$ cat config.mk
export PLATFORM = sky130hd
export DESIGN_NAME = mpm_mac_ctrl
export DESIGN_NICKNAME = d
export VERILOG_FILES = /design/src/mpm_pkg.sv /design/src/mpm_mac_ctrl.sv /design/src/mpm_mdio_shift.sv
export SDC_FILE = /design/constraint.sdc
export NUM_CORES = 1
export LEC_CHECK = 0
export BUFFER_PORTS_ARGS = -buffer_cell sky130_fd_sc_hd__clkbuf_2
export CAP_MARGIN = 40
export CORE_MARGIN = 4
export CORE_UTILIZATION = 30
export CTS_BUF_LIST = sky130_fd_sc_hd__clkbuf_4 sky130_fd_sc_hd__clkbuf_8
export CTS_CLUSTER_SIZE = 14
export DETAILED_ROUTE_END_ITERATION = 7
export PLACE_DENSITY = 0.52
export SLEW_MARGIN = 20
export SYNTH_ARGS = -nofsm -noshare
export SYNTH_HDL_FRONTEND = slang
export SYNTH_HIERARCHICAL = 1
export SYNTH_SLANG_ARGS = --single-unit
export TNS_END_PERCENT = 50
$ cat constraint.sdc
create_clock -name pclk -period 5 [get_ports pclk]
set_input_delay 0.25 -clock pclk [delete_from_list [all_inputs] [get_ports pclk]]
set_output_delay 0.25 -clock pclk [all_outputs]
set_load 0.02 [all_outputs]
$ cat src/mpm_pkg.sv
// Purpose: shared constants and types for the mac management slice
// Assumes: 32-bit apb data, byte offsets below 0x100
// Notes:   all offsets are byte addresses of aligned words
package mpm_pkg;
    localparam int unsigned ADDR_W        = 8;
    localparam logic [7:0] OFF_CTRL       = 8'h00;
    localparam logic [7:0] OFF_CFG        = 8'h04;
    localparam logic [7:0] OFF_STAT       = 8'h08;
    localparam logic [7:0] OFF_TXQ        = 8'h1c;
    localparam logic [7:0] OFF_ISR        = 8'h24;
    localparam logic [7:0] OFF_MAINT      = 8'h34;
    localparam logic [7:0] OFF_HASH_LO    = 8'h80;
    localparam logic [7:0] OFF_HASH_HI    = 8'h84;
    localparam logic [7:0] OFF_SA1_LO     = 8'h98;
    localparam logic [7:0] OFF_SA1_HI     = 8'h9c;
    localparam logic [7:0] SA_STRIDE      = 8'h08;
    localparam int unsigned NUM_SA        = 4;

    localparam int unsigned CTRL_TXEN_BIT = 3;
    localparam int unsigned CFG_WC_BIT    = 1;
    localparam int unsigned CFG_HASH_BIT  = 7;
    localparam int unsigned CFG_DIV_LSB   = 16;
    localparam int unsigned CFG_DIV_W     = 3;
    localparam int unsigned STAT_IDLE_BIT = 2;
    localparam int unsigned MT_OP_LSB     = 28;
    localparam logic [1:0]  OP_WRITE      = 2'b01;
    localparam logic [1:0]  OP_READ       = 2'b10;
    localparam logic [2:0]  DIV_NOMINAL   = 3'b010;

    localparam logic [31:0] CTRL_RST      = 32'h0000_0000;
    localparam logic [31:0] CFG_RST       = 32'h0002_0000;
    localparam logic [31:0] TXQ_RST       = 32'h0000_0000;

    localparam int unsigned IRQ_NUM       = 18;
    localparam int unsigned IRQ_MGMT_BIT  = 0;
    localparam logic [31:0] DESC_BYTES    = 32'h0000_0008;

    localparam int unsigned PREAMBLE_BITS = 32;
    localparam int unsigned CLK_PERIOD_NS = 40;
    localparam int unsigned MGMT_NOM_CYC  = 2000;
    localparam int unsigned MGMT_TOL_CYC  = 100;
    localparam int unsigned MDC_MIN_NS    = 400;
    localparam int unsigned MDC_MIN_CYC   =
        (MDC_MIN_NS + CLK_PERIOD_NS - 1) / CLK_PERIOD_NS;

    typedef struct packed {
        logic mdc;
        logic mdio_o;
        logic mdio_oe;
    } mpm_mdio_t;

    // half period of mdc in main-clock cycles per divider code
    function automatic logic [7:0] mpm_mdc_half(input logic [2:0] sel);
        logic [7:0] h;
        h = 8'h04;
        case (sel)
            3'b000: h = 8'h04;
            3'b001: h = 8'h08;
            3'b010: h = 8'h10;
            3'b011: h = 8'h18;
            3'b100: h = 8'h20;
            3'b101: h = 8'h30;
            3'b110: h = 8'h40;
            default: h = 8'h70;
        endcase
        return h;
    endfunction : mpm_mdc_half
endpackage : mpm_pkg

$ cat src/mpm_mac_ctrl.sv
// Purpose: apb control slice: tx queue, address match, phy mgmt, status
// Assumes: pclk 25 MHz, apb always ready, single clock domain
// Notes:   mdio is split into input, output and enable
//
// Chosen here: the APB register port.
`timescale 1ns/1ps
`default_nettype none
module mpm_mac_ctrl
    import mpm_pkg::*;
(
    input  wire logic             pclk,
    input  wire logic             presetn,
    input  wire logic             psel,
    input  wire logic             penable,
    input  wire logic             pwrite,
    input  wire logic [31:0]      paddr,
    input  wire logic [31:0]      pwdata,
    output logic      [31:0]      prdata,
    output logic                  pready,
    output logic                  pslverr,
    input  wire logic             rx_da_valid,
    input  wire logic [47:0]      rx_da,
    output logic                  rx_match_q,
    output logic                  rx_to_screen_q,
    output logic                  tx_en_q,
    input  wire logic             tx_desc_adv,
    input  wire logic             tx_desc_wrap,
    output logic      [31:0]      tx_desc_addr_q,
    input  wire logic [16:0]      ext_events,
    output logic                  irq,
    input  wire logic             mdio_in,
    output mpm_pkg::mpm_mdio_t    mdio_pins
);
    import mpm_pkg::*;

    logic [31:0]        ctrl_q;
    logic [31:0]        cfg_q;
    logic [31:0]        txq_q;
    logic [IRQ_NUM-1:0] isr_q;
    logic [IRQ_NUM-1:0] isr_d;
    logic [31:0]        hash_lo_q;
    logic [31:0]        hash_hi_q;
    logic [31:0]        sa_lo_q [NUM_SA];
    logic [31:0]        sa_hi_q [NUM_SA];
    logic [NUM_SA-1:0]  sa_en_q;
    logic               hash_en_q;
    logic [7:0]         addr;
    logic               wr_acc;
    logic               rd_acc;
    logic               mapped;
    logic [31:0]        rd_mux;
    logic [NUM_SA-1:0]  sa_lo_hit;
    logic [NUM_SA-1:0]  sa_hi_hit;
    logic [NUM_SA-1:0]  sa_match;
    logic [5:0]         hash_idx;
    logic               hash_match;
    logic               any_match;
    logic               mgmt_start;
    logic [31:0]        mgmt_word;
    logic               mgmt_busy;
    logic               mgmt_done;
    logic [IRQ_NUM-1:0] ev_set;

    assign addr    = paddr[7:0];
    assign pready  = 1'b1;
    assign wr_acc  = psel && penable && pwrite && mapped;
    assign rd_acc  = psel && penable && !pwrite && mapped;

    // folds the destination address into a 6-bit hash index
    function automatic logic [5:0] hash_of(input logic [47:0] da);
        logic [5:0] h;
        h = 6'h00;
        for (int i = 0; i < 8; i++) begin
            h = h ^ da[i*6 +: 6];
        end
        return h;
    endfunction : hash_of

    function automatic logic [7:0] sa_off(input int unsigned idx,
                                          input logic [7:0] base);
        return base + 8'(idx) * SA_STRIDE;
    endfunction : sa_off

    always_comb begin
        for (int i = 0; i < NUM_SA; i++) begin
            sa_lo_hit[i] = addr == sa_off(i, OFF_SA1_LO);
            sa_hi_hit[i] = addr == sa_off(i, OFF_SA1_HI);
        end
    end

    // register file
    always_ff @(posedge pclk or negedge presetn) begin
        if (!presetn) begin
            ctrl_q <= CTRL_RST;
            cfg_q  <= CFG_RST;
            txq_q  <= TXQ_RST;
        end else if (wr_acc) begin
            if (addr == OFF_CTRL) ctrl_q <= pwdata;
            if (addr == OFF_CFG)  cfg_q  <= pwdata;
            if (addr == OFF_TXQ)  txq_q  <= pwdata;
        end
    end

    // pairs accept writes whatever the receive state
    always_ff @(posedge pclk or negedge presetn) begin
        if (!presetn) begin
            hash_lo_q <= 32'h0000_0000;
            hash_hi_q <= 32'h0000_0000;
            hash_en_q <= 1'b0;
            sa_en_q   <= '0;
            for (int i = 0; i < NUM_SA; i++) begin
                sa_lo_q[i] <= 32'h0000_0000;
                sa_hi_q[i] <= 32'h0000_0000;
            end
        end else if (wr_acc) begin
            if (addr == OFF_HASH_LO) begin
                hash_lo_q <= pwdata;
                hash_en_q <= 1'b0;
            end
            if (addr == OFF_HASH_HI) begin
                hash_hi_q <= pwdata;
                hash_en_q <= 1'b1;
            end
            for (int i = 0; i < NUM_SA; i++) begin
                if (sa_lo_hit[i]) begin
                    sa_lo_q[i] <= pwdata;
                    sa_en_q[i] <= 1'b0;
                end
                if (sa_hi_hit[i]) begin
                    sa_hi_q[i] <= pwdata;
                    sa_en_q[i] <= 1'b1;
                end
            end
        end
    end

    // address match, first filter stage
    always_comb begin
        for (int i = 0; i < NUM_SA; i++) begin
            sa_match[i] = sa_en_q[i] &&
                rx_da == {sa_hi_q[i][15:0], sa_lo_q[i]};
        end
    end
    assign hash_idx   = hash_of(rx_da);
    assign hash_match = hash_en_q && cfg_q[CFG_HASH_BIT] &&
                        (hash_idx[5] ? hash_hi_q[hash_idx[4:0]]
                                     : hash_lo_q[hash_idx[4:0]]);
    assign any_match  = (|sa_match) || hash_match;

    always_ff @(posedge pclk or negedge presetn) begin
        if (!presetn) begin
            rx_match_q     <= 1'b0;
            rx_to_screen_q <= 1'b0;
        end else begin
            if (rx_da_valid) rx_match_q <= any_match;
            rx_to_screen_q <= rx_da_valid && any_match;
        end
    end

    // transmit enable and descriptor walk
    always_ff @(posedge pclk or negedge presetn) begin
        if (!presetn) begin
            tx_en_q        <= 1'b0;
            tx_desc_addr_q <= 32'h0000_0000;
        end else begin
            tx_en_q <= ctrl_q[CTRL_TXEN_BIT];
            if (ctrl_q[CTRL_TXEN_BIT] && !tx_en_q) begin
                tx_desc_addr_q <= txq_q;
            end else if (tx_desc_adv) begin
                tx_desc_addr_q <= tx_desc_wrap ? txq_q
                                : tx_desc_addr_q + DESC_BYTES;
            end
        end
    end

    // phy management
    assign mgmt_start = wr_acc && addr == OFF_MAINT;
    mpm_mdio_shift u_shift (
        .pclk      (pclk),
        .presetn   (presetn),
        .start     (mgmt_start),
        .load_word (pwdata),
        .div_sel   (cfg_q[CFG_DIV_LSB +: CFG_DIV_W]),
        .mdio_in   (mdio_in),
        .pins      (mdio_pins),
        .shift_q   (mgmt_word),
        .busy_q    (mgmt_busy),
        .done      (mgmt_done)
    );

    // interrupt status; a new event beats a same-cycle clear
    assign ev_set = {ext_events, mgmt_done};
    always_comb begin
        isr_d = isr_q;
        if (addr == OFF_ISR) begin
            if (cfg_q[CFG_WC_BIT] && wr_acc)
                isr_d = isr_q & ~pwdata[IRQ_NUM-1:0];
            else if (!cfg_q[CFG_WC_BIT] && rd_acc)
                isr_d = '0;
        end
        isr_d = isr_d | ev_set;
    end

    always_ff @(posedge pclk or negedge presetn) begin
        if (!presetn) isr_q <= '0;
        else          isr_q <= isr_d;
    end
    assign irq = |isr_q;

    // read mux
    always_comb begin
        rd_mux = 32'h0000_0000;
        mapped = 1'b1;
        unique case (addr)
            OFF_CTRL:    rd_mux = ctrl_q;
            OFF_CFG:     rd_mux = cfg_q;
            OFF_STAT:    rd_mux[STAT_IDLE_BIT] = !mgmt_busy;
            OFF_TXQ:     rd_mux = txq_q;
            OFF_ISR:     rd_mux[IRQ_NUM-1:0] = isr_q;
            OFF_MAINT:   rd_mux = mgmt_word;
            OFF_HASH_LO: rd_mux = hash_lo_q;
            OFF_HASH_HI: rd_mux = hash_hi_q;
            default: begin
                mapped = 1'b0;
                for (int i = 0; i < NUM_SA; i++) begin
                    if (sa_lo_hit[i]) begin
                        rd_mux = sa_lo_q[i];
                        mapped = 1'b1;
                    end
                    if (sa_hi_hit[i]) begin
                        rd_mux = sa_hi_q[i];
                        mapped = 1'b1;
                    end
                end
            end
        endcase
        if (paddr[31:8] != 24'h00_0000 || paddr[1:0] != 2'b00) begin
            mapped = 1'b0;
            rd_mux = 32'h0000_0000;
        end
    end

    always_ff @(posedge pclk or negedge presetn) begin
        if (!presetn) prdata <= 32'h0000_0000;
        else if (psel && !penable && !pwrite) prdata <= rd_mux;
    end
    assign pslverr = psel && penable && !mapped;

    logic [31:0] mt_ld_q;
    always_ff @(posedge pclk or negedge presetn) begin
        if (!presetn)        mt_ld_q <= 32'h0000_0000;
        else if (mgmt_start) mt_ld_q <= pwdata;
    end
    logic [11:0] op_cnt_q;
    always_ff @(posedge pclk or negedge presetn) begin
        if (!presetn)        op_cnt_q <= 12'h000;
        else if (mgmt_start) op_cnt_q <= 12'h000;
        else if (mgmt_busy)  op_cnt_q <= op_cnt_q + 12'h001;
    end
endmodule : mpm_mac_ctrl
`default_nettype wire

$ cat src/mpm_mdio_shift.sv
// Purpose: management frame shifter, preamble then 32 rotating bits
// Assumes: mdio input asynchronous, synchronised here
// Notes:   rotation restores the word; read data replaces low half
`timescale 1ns/1ps
`default_nettype none
module mpm_mdio_shift
    import mpm_pkg::*;
(
    input  wire logic             pclk,
    input  wire logic             presetn,
    input  wire logic             start,
    input  wire logic [31:0]      load_word,
    input  wire logic [2:0]       div_sel,
    input  wire logic             mdio_in,
    output mpm_pkg::mpm_mdio_t    pins,
    output logic      [31:0]      shift_q,
    output logic                  busy_q,
    output logic                  done
);
    logic       in_s1_q;
    logic       in_s2_q;
    logic       mdc_q;
    logic [7:0] hcnt_q;
    logic [5:0] bit_q;
    logic       tick;
    logic       fall;
    logic       rd_op_q;
    logic       is_read;
    logic [4:0] pos;
    logic       from_pin;

    always_ff @(posedge pclk or negedge presetn) begin
        if (!presetn) begin
            in_s1_q <= 1'b0;
            in_s2_q <= 1'b0;
        end else begin
            in_s1_q <= mdio_in;
            in_s2_q <= in_s1_q;
        end
    end

    // op is latched at launch, the rotating word no longer holds it
    always_ff @(posedge pclk or negedge presetn) begin
        if (!presetn)   rd_op_q <= 1'b0;
        else if (start) rd_op_q <= load_word[MT_OP_LSB +: 2] == OP_READ;
    end

    assign tick     = busy_q && (hcnt_q == mpm_mdc_half(div_sel) - 8'h01);
    assign fall     = tick && mdc_q;
    assign done     = fall && (bit_q == 6'h3f);
    assign is_read  = rd_op_q;
    assign pos      = bit_q[4:0];
    // the pin feeds the lsb only for the data bits of a read
    assign from_pin = is_read && pos[4];

    always_ff @(posedge pclk or negedge presetn) begin
        if (!presetn) begin
            hcnt_q <= 8'h00;
            mdc_q  <= 1'b0;
        end else if (start) begin
            hcnt_q <= 8'h00;
            mdc_q  <= 1'b0;
        end else if (tick) begin
            hcnt_q <= 8'h00;
            mdc_q  <= !mdc_q;
        end else if (busy_q) begin
            hcnt_q <= hcnt_q + 8'h01;
        end
    end

    always_ff @(posedge pclk or negedge presetn) begin
        if (!presetn) begin
            busy_q <= 1'b0;
            bit_q  <= 6'h00;
        end else if (start) begin
            busy_q <= 1'b1;
            bit_q  <= 6'h00;
        end else if (done) begin
            busy_q <= 1'b0;
        end else if (fall) begin
            bit_q  <= bit_q + 6'h01;
        end
    end

    always_ff @(posedge pclk or negedge presetn) begin
        if (!presetn) begin
            shift_q <= 32'h0000_0000;
        end else if (start) begin
            shift_q <= load_word;
        // moves on mdc fall so the phy samples a settled bit on rise
        end else if (fall && bit_q[5]) begin
            shift_q <= {shift_q[30:0],
                        from_pin ? in_s2_q : shift_q[31]};
        end
    end

    always_comb begin
        pins.mdc     = mdc_q;
        pins.mdio_o  = bit_q[5] ? shift_q[31] : 1'b1;
        pins.mdio_oe = busy_q && !(is_read && bit_q[5] && pos >= 5'd14);
    end
endmodule : mpm_mdio_shift
`default_nettype wire

==> results.json, run 1 <==
{
  "status": "completed",
  "avgRoutedWirePerCell_microns": 28.9,
  "synth_async_sr_flop_share": 1.00,
  "finalCritPeriodShare": 0.740,
  "hold_viol": 0,
  "cts_root_buf": "clkbuf_8",
  "timing_worst_setup_path_type": "register to register",
  "die_w_microns": 323,
  "finalSetupTns_ns": 0,
  "drt_pass1_iterations": 8,
  "setup_viol": 0,
  "synth-seq-cells": 557,
  "viasPerCell": 5.60,
  "port_buffers": 209,
  "dpl-instance-area_sq_um": 31700,
  "maxSlewHeadroom": 0.419,
  "min_path_type": "input port to register",
  "synth_fp_nets": 2573,
  "grt_pass1_vias": 22600,
  "pwr_density_cell_nw_per_um2": 298,
  "dp_slack_ns": 1.01,
  "ys.flop_type": "dfrtp_1",
  "arrival_ns": 4.26,
  "vias": 22300,
  "antenna_found_initial": 10,
  "rrSetupSlack_ns": 1.30,
  "initial_utilization": 0.302,
  "vdd_drop_max_mv": 0.159,
  "hold_end": "tx_desc_addr_q[7]",
  "syn_avg_cell_area_sq_um": 12.2,
  "period_minus_slack_ns": 3.70,
  "holdPathStages": 4,
  "boundaryPins": 211,
  "final_core_util": 0.348,
  "dieArea_sq_um": 104000,
  "min-delay-start": "tx_desc_adv",
  "grt_start_max_net_pins": 194,
  "final_cell_mix": "556 x dfrtp_1, 247 x mux2_4, 208 x clkbuf_2",
  "syn_area_sq_um": 29700,
  "reg2reg_to": "u_shift/shift_q[14]",
  "grt_pass1_wl_microns": 165000,
  "fmax_mhz": 270,
  "fin_area_sq_um": 34200,
  "whs_ns": 0.0693,
  "r2r-start": "cfg_q[18]",
  "synth_edf_count": 0,
  "required_ns": 5.56,
  "gp_congestion": 0.966,
  "drv_cap": 0,
  "worst_slew_pin_slew_ns": 0.869,
  "drt-total-wl_microns": 115000,
  "globalRouteOverflowTotal": 0,
  "layout-drive-gt1-share": 0.351,
  "rows": 115,
  "final_common_cell": "dfrtp_1",
  "core_sq_um": 98300,
  "drc": 0,
  "cp-end-kind": "register",
  "cts.clk_slew.worst_paths_ns": 0.06,
  "cts_tree": "done",
  "die_h_microns": 323,
  "clock_latency_ns": 0.71,
  "syn_inst": 2430,
  "ff2ff_path_depth": 9,
  "cts_buffers": 102,
  "drtAntennaViolNets": 0,
  "grt_setup_unrepaired": "false",
  "synth_cell_types": 81,
  "fillCellCount": 9644,
  "cts-resized-gates": 0,
  "fin_nets": 2747,
  "setup_slack_ns": 1.30,
  "clock_sinks": 557,
  "h-tree-depth": 3,
  "synth_warnings": 6,
  "drt_iter0_markers": 2717,
  "dpl.hpwl_microns": 83100,
  "p_leak_nw": 16.7,
  "grt_use_total": 0.216,
  "ys_seq_area_frac": 0.469,
  "path_max_fanout": 21,
  "clockBufferDepth": 3,
  "slew_violations": 0,
  "syn_to_final_growth_pct": 15.3,
  "fin_skew_ns": 0.0409,
  "start_kind": "register"
}
[cells in the mapped netlist (all sizes together), types with 6 or more instances]
cell type / number / share of area
a21o: 21 / 0.0053
a21oi: 55 / 0.0093
a221o: 12 / 0.0040
a221oi: 42 / 0.012
a222oi: 76 / 0.026
a22o: 13 / 0.0038
a22oi: 15 / 0.0038
a31oi: 10 / 0.0026
a32o: 6 / 0.0020
a32oi: 6 / 0.0018
a41o: 8 / 0.0027
and3: 12 / 0.0025
buf: 94 / 0.023
clkbuf: 120 / 0.015
dfrtp: 556 / 0.47
inv: 24 / 0.0030
mux2: 483 / 0.21
mux2i: 31 / 0.010
mux4: 13 / 0.010
nand2: 174 / 0.024
nand2b: 9 / 0.0019
nand3: 59 / 0.0099
nand4: 39 / 0.0084
nor2: 54 / 0.0069
nor2b: 10 / 0.0021
nor3: 20 / 0.0037
nor4: 42 / 0.0091
o21ai: 107 / 0.018
o22ai: 12 / 0.0025
o2bb2ai: 6 / 0.0018
xnor2: 139 / 0.043
xor2: 92 / 0.027
[power breakdown]
part	total (mW)	internal (mW)	switching, mW	leakage, nW
Clock	4.75	2.71	2.04	1.20
Combinational	0.927	0.294	0.633	7.93
Sequential	4.54	4.53	0.0192	7.61
Total	10.2	7.53	2.69	16.7
[flip-flops by register name (all words and copies together), names as in the netlist, 4 cells and up]
name	count
prdata	32
hash_lo_q	32
cfg_q	32
sa_en_q	4
u_shift/hcnt_q	8
txq_q	32
hash_hi_q	32
isr_q	18
ctrl_q	32
u_shift/bit_q	6
u_shift/shift_q	32
sa_lo_q	128
tx_desc_addr_q	32
sa_hi_q	128
[per-layer routing]
layer  global-route usage  vias up  share of wire
met4               0.0732        8          0.037
met2                0.336     1117           0.45
met3               0.0462      233          0.083
met1                0.299    11600           0.43
li1                     -     9326              -
met5                    0        -        0.00057
[through the flow]
step | instances | total power [mW]
detailed placement | 3763 | 5.52
finish | 3979 | 10.2
global route | 3974 | 10.6
floorplan | 2430 | 5.09
CTS | 3970 | 10.3
global placement | 3758 | 5.52
[cell families after synthesis]
| family | count (synthesis) | share of synthesized area |
|---|---|---|
| DFF | 557 | 0.469 |
| muxes | 527 | 0.235 |
| and+or+nand+nor | 451 | 0.0772 |
| AOI/OAI and AO/OA | 420 | 0.105 |
| buffers and inverters | 238 | 0.0414 |
| xor gates and xnor gates | 231 | 0.0697 |
| adders and majority gates | 5 | 0.00211 |
| other | 1 | 0.000126 |
[critical path: stages (launching register included)]
cell       delay, ns
dfrtp_1         0.50
or3_1           0.41
ha_1            0.31
xnor2_1         0.13
or3_1           0.35
nor3_2          0.32
o2111ai_4       0.52
buf_4           0.40
mux2_1          0.34
mux2_2          0.26
[worst max-delay path by stage]
stage | slack [ns] | from | to
final | 1.30 | cfg_q[18] | u_shift/shift_q[14]
after global placement | 1.07 | paddr[1] | sa_lo_q[41]
after CTS | 1.26 | cfg_q[18] | u_shift/shift_q[14]
after detailed placement | 1.01 | paddr[1] | sa_lo_q[41]
after floorplan | 2.07 | cfg_q[17] | u_shift/shift_q[10]
after global routing | 1.11 | cfg_q[18] | u_shift/shift_q[14]
[cell type report]
class                   instances  area, sq um  area share
inverters                      24         90.1     0.00263
well taps                    1287         1610      0.0470
clock inverters                15          100     0.00292
repair buffers                284         1770      0.0517
flip-flops and latches        557        13900       0.407
clock buffers                 171         2120      0.0620
diodes                          6         15.0    0.000438
multi-input cells            1635        14600       0.426
[what timing repair did]
action / 4_1_cts / 5_1_grt
setup endpoints to repair: 0 / 0
hold buffers: 21 / 0
hold endpoints to repair: 78 / 0
setup buffers: 0 / 0
Power figures use the tool's default switching activity.
==> inputs of run 2 (changes only) <==
--- a/config.mk
+++ b/config.mk
@@ -12,7 +12,7 @@
 export CTS_BUF_LIST = sky130_fd_sc_hd__clkbuf_4 sky130_fd_sc_hd__clkbuf_8
 export CTS_CLUSTER_SIZE = 14
 export DETAILED_ROUTE_END_ITERATION = 7
-export PLACE_DENSITY = 0.52
+export PLACE_DENSITY = 0.54
 export SLEW_MARGIN = 20
 export SYNTH_ARGS = -nofsm -noshare
 export SYNTH_HDL_FRONTEND = slang
==> constraint.sdc (replaced) <==
create_clock -name pclk -period 3.1 [get_ports pclk]
set_input_delay 0.155 -clock pclk [delete_from_list [all_inputs] [get_ports pclk]]
set_output_delay 0.155 -clock pclk [all_outputs]
set_load 0.02 [all_outputs]
==> run 2 against run 1 <==
Combinational power grew 78%; highest routed layer unchanged; sequential cell count is the same; die area is the same; first-iteration DRC count decreased by 11%; utilization grew 0.96 points; critical path type unchanged; sequential share of layout area is 1.1 points lower; clock skew grew 0.0068 ns; clock-buffer cell count decreased by 5; design area is 2.8% higher; total power rose by 60%; via count is 0.49% lower; sequential power increased by 61%.
==> results.json, run 2 (same netlist as run 1, synthesis figures left out) <==
{
  "required_ns": 3.67,
  "cts_tree": "done",
  "slew_violations": 0,
  "min-delay-start": "pwdata[27]",
  "dpl-instance-area_sq_um": 32700,
  "cts_root_buf": "clkbuf_8",
  "die_h_microns": 323,
  "drtAntennaViolNets": 0,
  "reg2reg_to": "u_shift/shift_q[7]",
  "arrival_ns": 3.59,
  "setup_viol": 0,
  "layout-drive-gt1-share": 0.365,
  "cts.clk_slew.worst_paths_ns": 0.06,
  "grt_use_total": 0.212,
  "final_core_util": 0.358,
  "port_buffers": 209,
  "grt_start_max_net_pins": 114,
  "timing_worst_setup_path_type": "register to register",
  "clock_sinks": 557,
  "vdd_drop_max_mv": 0.272,
  "rows": 115,
  "fin_nets": 2845,
  "reg_top3": "sa_hi_q: 128 flops, sa_lo_q: 128 flops",
  "setup_slack_ns": 0.0834,
  "clockBufferDepth": 3,
  "dp_slack_ns": -0.0768,
  "avgRoutedWirePerCell_microns": 27.7,
  "drc": 0,
  "rrSetupSlack_ns": 0.08,
  "drt_pass1_iterations": 8,
  "finalSetupTns_ns": 0,
  "multiInputGateArea_sq_um": 14600,
  "cts_buffers": 102,
  "hold_viol": 0,
  "p_leak_nw": 17.2,
  "grt_pass1_wl_microns": 162000,
  "grt_pass1_vias": 22300,
  "h-tree-depth": 3,
  "viasPerCell": 5.46,
  "fmax_mhz": 331,
  "clock_latency_ns": 0.73,
  "hold_end": "hash_hi_q[27]",
  "gp_congestion": 0.931,
  "dpl.hpwl_microns": 83100,
  "boundaryPins": 211,
  "syn_to_final_growth_pct": 18.4,
  "antenna_found_initial": 16,
  "final_cell_mix": "556 x dfrtp_1, 247 x mux2_4, 208 x clkbuf_2",
  "pwr_density_cell_nw_per_um2": 464,
  "path_max_fanout": 18,
  "die_w_microns": 323,
  "status": "completed",
  "final_common_cell": "dfrtp_1",
  "post-cts-setup-buffer-count": 0,
  "place_inst": 3848,
  "min_path_type": "input port to register",
  "drt-total-wl_microns": 113000,
  "fin_skew_ns": 0.0478,
  "worst_slew_pin_slew_ns": 0.696,
  "finalPower_mw": 16.3,
  "drt_iter0_markers": 2412,
  "cp-end-kind": "register",
  "drv_cap": 0,
  "whs_ns": 0.0705,
  "dieArea_sq_um": 104000,
  "vias": 22200,
  "initial_utilization": 0.302,
  "r2r-start": "cfg_q[18]",
  "grt_setup_unrepaired": "false",
  "start_kind": "register",
  "finalNonFillerCells": 4066,
  "holdPathStages": 2,
  "fillCellCount": 9728,
  "period_minus_slack_ns": 3.02,
  "layout.area.seq_sq_um": 13900,
  "ff2ff_path_depth": 9,
  "finalCritPeriodShare": 0.973,
  "fin_area_sq_um": 35200,
  "core_sq_um": 98300,
  "maxSlewHeadroom": 0.531,
  "globalRouteOverflowTotal": 0
}
run 2: cell types whose count changed in the layout (fill, tap and decap cells not counted), sizes merged:
cell	change
clkbuf	-5
diode	+2
buf	+83
clkinvlp	+2
inv	+2
dlygate4sd3	+15
clkinv	-12
run 2: worst max-delay path by stage:
stage                         start  cells after the start                  end  slack [ns]
final                     cfg_q[18]                      9   u_shift/shift_q[7]        0.08
after global routing      cfg_q[18]                      9   u_shift/shift_q[7]        0.04
after CTS                 cfg_q[18]                      9   u_shift/shift_q[7]         0.1
after detailed placement  rx_da[38]                     11       rx_to_screen_q       -0.08
after global placement    rx_da[38]                     11       rx_to_screen_q       -0.05
after floorplan           cfg_q[17]                     10  u_shift/shift_q[10]        0.17
run 2: per-layer routing:
metal  global-route usage  up-vias  wire (microns)
li1                     -     9539               -
met1                0.289    11600           49300
met2                0.331      873           50600
met3               0.0482      209            8200
met4               0.0770       10            4340
met5                    0        -              76
run 2: cell type report:
cell class,count,share of cell area
antenna,8,0.000569
clock buffer,166,0.0575
clock inverter,7,0.00206
inverter,24,0.00256
multi-input combinational,1635,0.415
sequential,557,0.396
tap,1287,0.0458
timing repair buffer,382,0.0804
run 2: timing repair:
action | CTS | global route
hold endpoints to repair | 443 | 0
resized for setup | 0 | 1
setup endpoints to repair | 0 | 10
hold buffers | 37 | 0
run 2: report_power, final:
part / switching, mW / internal (mW)
clock network: 3.17 / 4.15
registers: 0.0284 / 7.30
logic: 1.07 / 0.586
run 2: worst max-delay path, stage by stage (launching register included):
cell and delay, ns:
dfrtp_1 0.36, or3_1 0.38, ha_1 0.26, xor2_1 0.18
or4_4 0.44, a31oi_4 0.24, o2111ai_4 0.12, buf_4 0.27
mux2_1 0.34, mux2_2 0.27
==> inputs of run 3 (changes only) <==
--- a/config.mk
+++ b/config.mk
@@ -7,12 +7,14 @@
 export LEC_CHECK = 0
 export BUFFER_PORTS_ARGS = -buffer_cell sky130_fd_sc_hd__clkbuf_2
 export CAP_MARGIN = 40
+export CORE_ASPECT_RATIO = 2
 export CORE_MARGIN = 4
 export CORE_UTILIZATION = 30
 export CTS_BUF_LIST = sky130_fd_sc_hd__clkbuf_4 sky130_fd_sc_hd__clkbuf_8
 export CTS_CLUSTER_SIZE = 14
 export DETAILED_ROUTE_END_ITERATION = 7
-export PLACE_DENSITY = 0.54
+export PLACE_DENSITY_LB_ADDON = 0.12
+export SETUP_SLACK_MARGIN = 0.1
 export SLEW_MARGIN = 20
 export SYNTH_ARGS = -nofsm -noshare
 export SYNTH_HDL_FRONTEND = slang
==> run 3 against run 2 <==
Register-to-register slack better by 0.04 ns; fmax is 1.3% higher; non-clock buffer count is 48 higher; first-iteration DRC count is 28% lower; utilization is 0.33 points higher; combinational power is 4% higher; critical endpoint is now rx_match_q.
==> results.json, run 3 (same netlist as run 1, synthesis figures left out) <==
{
  "switching_share": 0.273,
  "clock_latency_ns": 0.77,
  "grt_setup_unrepaired": "true",
  "pwr_density_cell_nw_per_um2": 459,
  "timing_worst_setup_path_type": "register to register",
  "port_buffers": 209,
  "grt_use_total": 0.238,
  "vdd_drop_max_mv": 0.274,
  "dp_slack_ns": -0.251,
  "worst_slew_pin_slew_ns": 0.877,
  "internal_power_mw": 11.9,
  "core_sq_um": 98500,
  "cp-end-kind": "register",
  "p_leak_nw": 17.4,
  "setup_slack_ns": 0.121,
  "rows": 163,
  "drtAntennaViolNets": 0,
  "layout.area.seq_sq_um": 13900,
  "finalCritPeriodShare": 0.961,
  "fillCellCount": 9793,
  "fin_nets": 2880,
  "p_seq_frac": 0.448,
  "clockBufferDepth": 3,
  "drt-total-wl_microns": 127000,
  "status": "completed",
  "r2r-start": "sa_lo_q[125]",
  "period_minus_slack_ns": 2.98,
  "fmax_mhz": 336,
  "vias": 22300,
  "drt_iter0_markers": 1748,
  "drc": 0,
  "dieArea_sq_um": 104000,
  "path_max_fanout": 3,
  "power.switching_mw": 4.47,
  "initial_utilization": 0.302,
  "cts_root_buf": "clkbuf_8",
  "clock_sinks": 557,
  "reg_top3": "sa_hi_q: 128 flops, sa_lo_q: 128 flops",
  "multiInputGateArea_sq_um": 14600,
  "die_h_microns": 453,
  "drt_pass1_iterations": 8,
  "avgRoutedWirePerCell_microns": 30.6,
  "cts_buffers": 89,
  "min-delay-start": "mdio_in",
  "min_path_type": "input port to register",
  "final_cell_mix": "556 x dfrtp_1, 247 x mux2_4, 208 x clkbuf_2",
  "p_comb_frac": 0.105,
  "fin_skew_ns": 0.0424,
  "final_common_cell": "dfrtp_1",
  "viasPerCell": 5.40,
  "grt_pass1_vias": 23800,
  "globalRouteOverflowTotal": 0,
  "cts.clk_slew.worst_paths_ns": 0.07,
  "grt_pass1_wl_microns": 179000,
  "final_core_util": 0.361,
  "antenna_found_initial": 4,
  "critical_path.startpoint": "sa_lo_q[125]",
  "layout-drive-gt1-share": 0.368,
  "post-cts-setup-buffer-count": 0,
  "drv_cap": 0,
  "start_kind": "register",
  "die_w_microns": 231,
  "cts_tree": "done",
  "slew_violations": 0,
  "setup_viol": 0,
  "h-tree-depth": 3,
  "maxSlewHeadroom": 0.416,
  "required_ns": 3.80,
  "dpl.hpwl_microns": 95900,
  "gp_congestion": 0.971,
  "boundaryPins": 211,
  "syn_to_final_growth_pct": 19.8,
  "finalPower_mw": 16.3,
  "power_frac_clock": 0.447,
  "hold_viol": 0,
  "grt_start_max_net_pins": 77,
  "arrival_ns": 3.67
}
==> run 3: cell count changes in the layout (fill, tap and decap cells not counted), moves of 2 or more <==
| cell | previous run | this run |
|---|---|---|
| clkbuf_8 | 124 | 122 |
| buf_6 | 0 | 2 |
| diode_2 | 8 | 4 |
| xnor2_1 | 134 | 132 |
| dlygate4sd3_1 | 36 | 59 |
| clkbuf_4 | 42 | 25 |
| buf_4 | 107 | 129 |
| inv_8 | 0 | 2 |
| a2111oi_0 | 3 | 1 |
| clkinv_2 | 2 | 9 |
| xnor2_2 | 4 | 6 |
==> run 3: through the flow <==
stage          std cells  hold slack (ns)  area, sq um  TNS, ns
5_1_grt             4131           0.0418        35600        0
3_3_place_gp        3903            0.254        32900  -0.0197
6_report            4133           0.0757        35600        0
4_1_cts             4127          0.00110        35500        0
3_5_place_dp        3905            0.283        32900   -0.425
2_1_floorplan       2430           -0.141        29700        0
==> run 3: layout make-up <==
type,instances,area share
Multi-Input combinational cell,1635,0.411
Antenna cell,4,0.000281
Inverter,24,0.00253
Sequential cell,557,0.392
Tap cell,1320,0.0464
Timing Repair Buffer,430,0.0911
Clock inverter,16,0.00429
Clock buffer,147,0.0524
==> run 3: worst paths after layout <==
path	slack (ns)	endpoint	cells past startpoint
hold / removal	0.08	u_shift/in_s1_q	2
max in group asynchronous	1.50	sa_hi_q[73]	4
min in group asynchronous	0.56	sa_lo_q[47]	3
setup / recovery	0.12	rx_match_q	11
hold reg to reg	0.35	u_shift/in_s2_q	0
setup reg to reg	0.12	rx_match_q	11
==> run 3: what timing repair did <==
item / in CTS / in global routing
hold buffers: 59 / 0
pin swaps: 0 / 0
endpoints found under the hold margin: 656 / 0
resized for setup: 5 / 3
setup endpoints to repair: 3 / 32
==> run 3: critical path: stages, from the launching register on <==
cell and delay [ns]:
dfrtp_1 0.49, xnor2_1 0.21, nand4_1 0.27, nor4_2 0.38, buf_4 0.15, nand3_1 0.18, a2111oi_2 0.47, buf_4 0.18
nor4_1 0.05, clkdlybuf4s15_2 0.27, a21o_1 0.19, o21ai_1 0.06
==> run 3: per-layer routing <==
metal / wire (microns) / global-route usage / vias up / share of wire
met1: 46500 / 0.261 / 11700 / 0.37
li1: - / - / 9605 / -
met4: 8820 / 0.146 / 0 / 0.070
met5: 0 / 0 / - / 0
met3: 5230 / 0.0299 / 238 / 0.041
met2: 66100 / 0.432 / 787 / 0.52
==> run 3: power groups by stage <==
stage	Clock (mW)	Sequential [mW]	Combinational, mW
6_report	7.30	7.32	1.72
5_1_grt	7.79	7.32	1.82
4_1_cts	7.54	7.32	1.74
3_5_place_dp	0	7.45	1.68
3_3_place_gp	0	7.45	1.67
2_1_floorplan	0	7.48	0.730
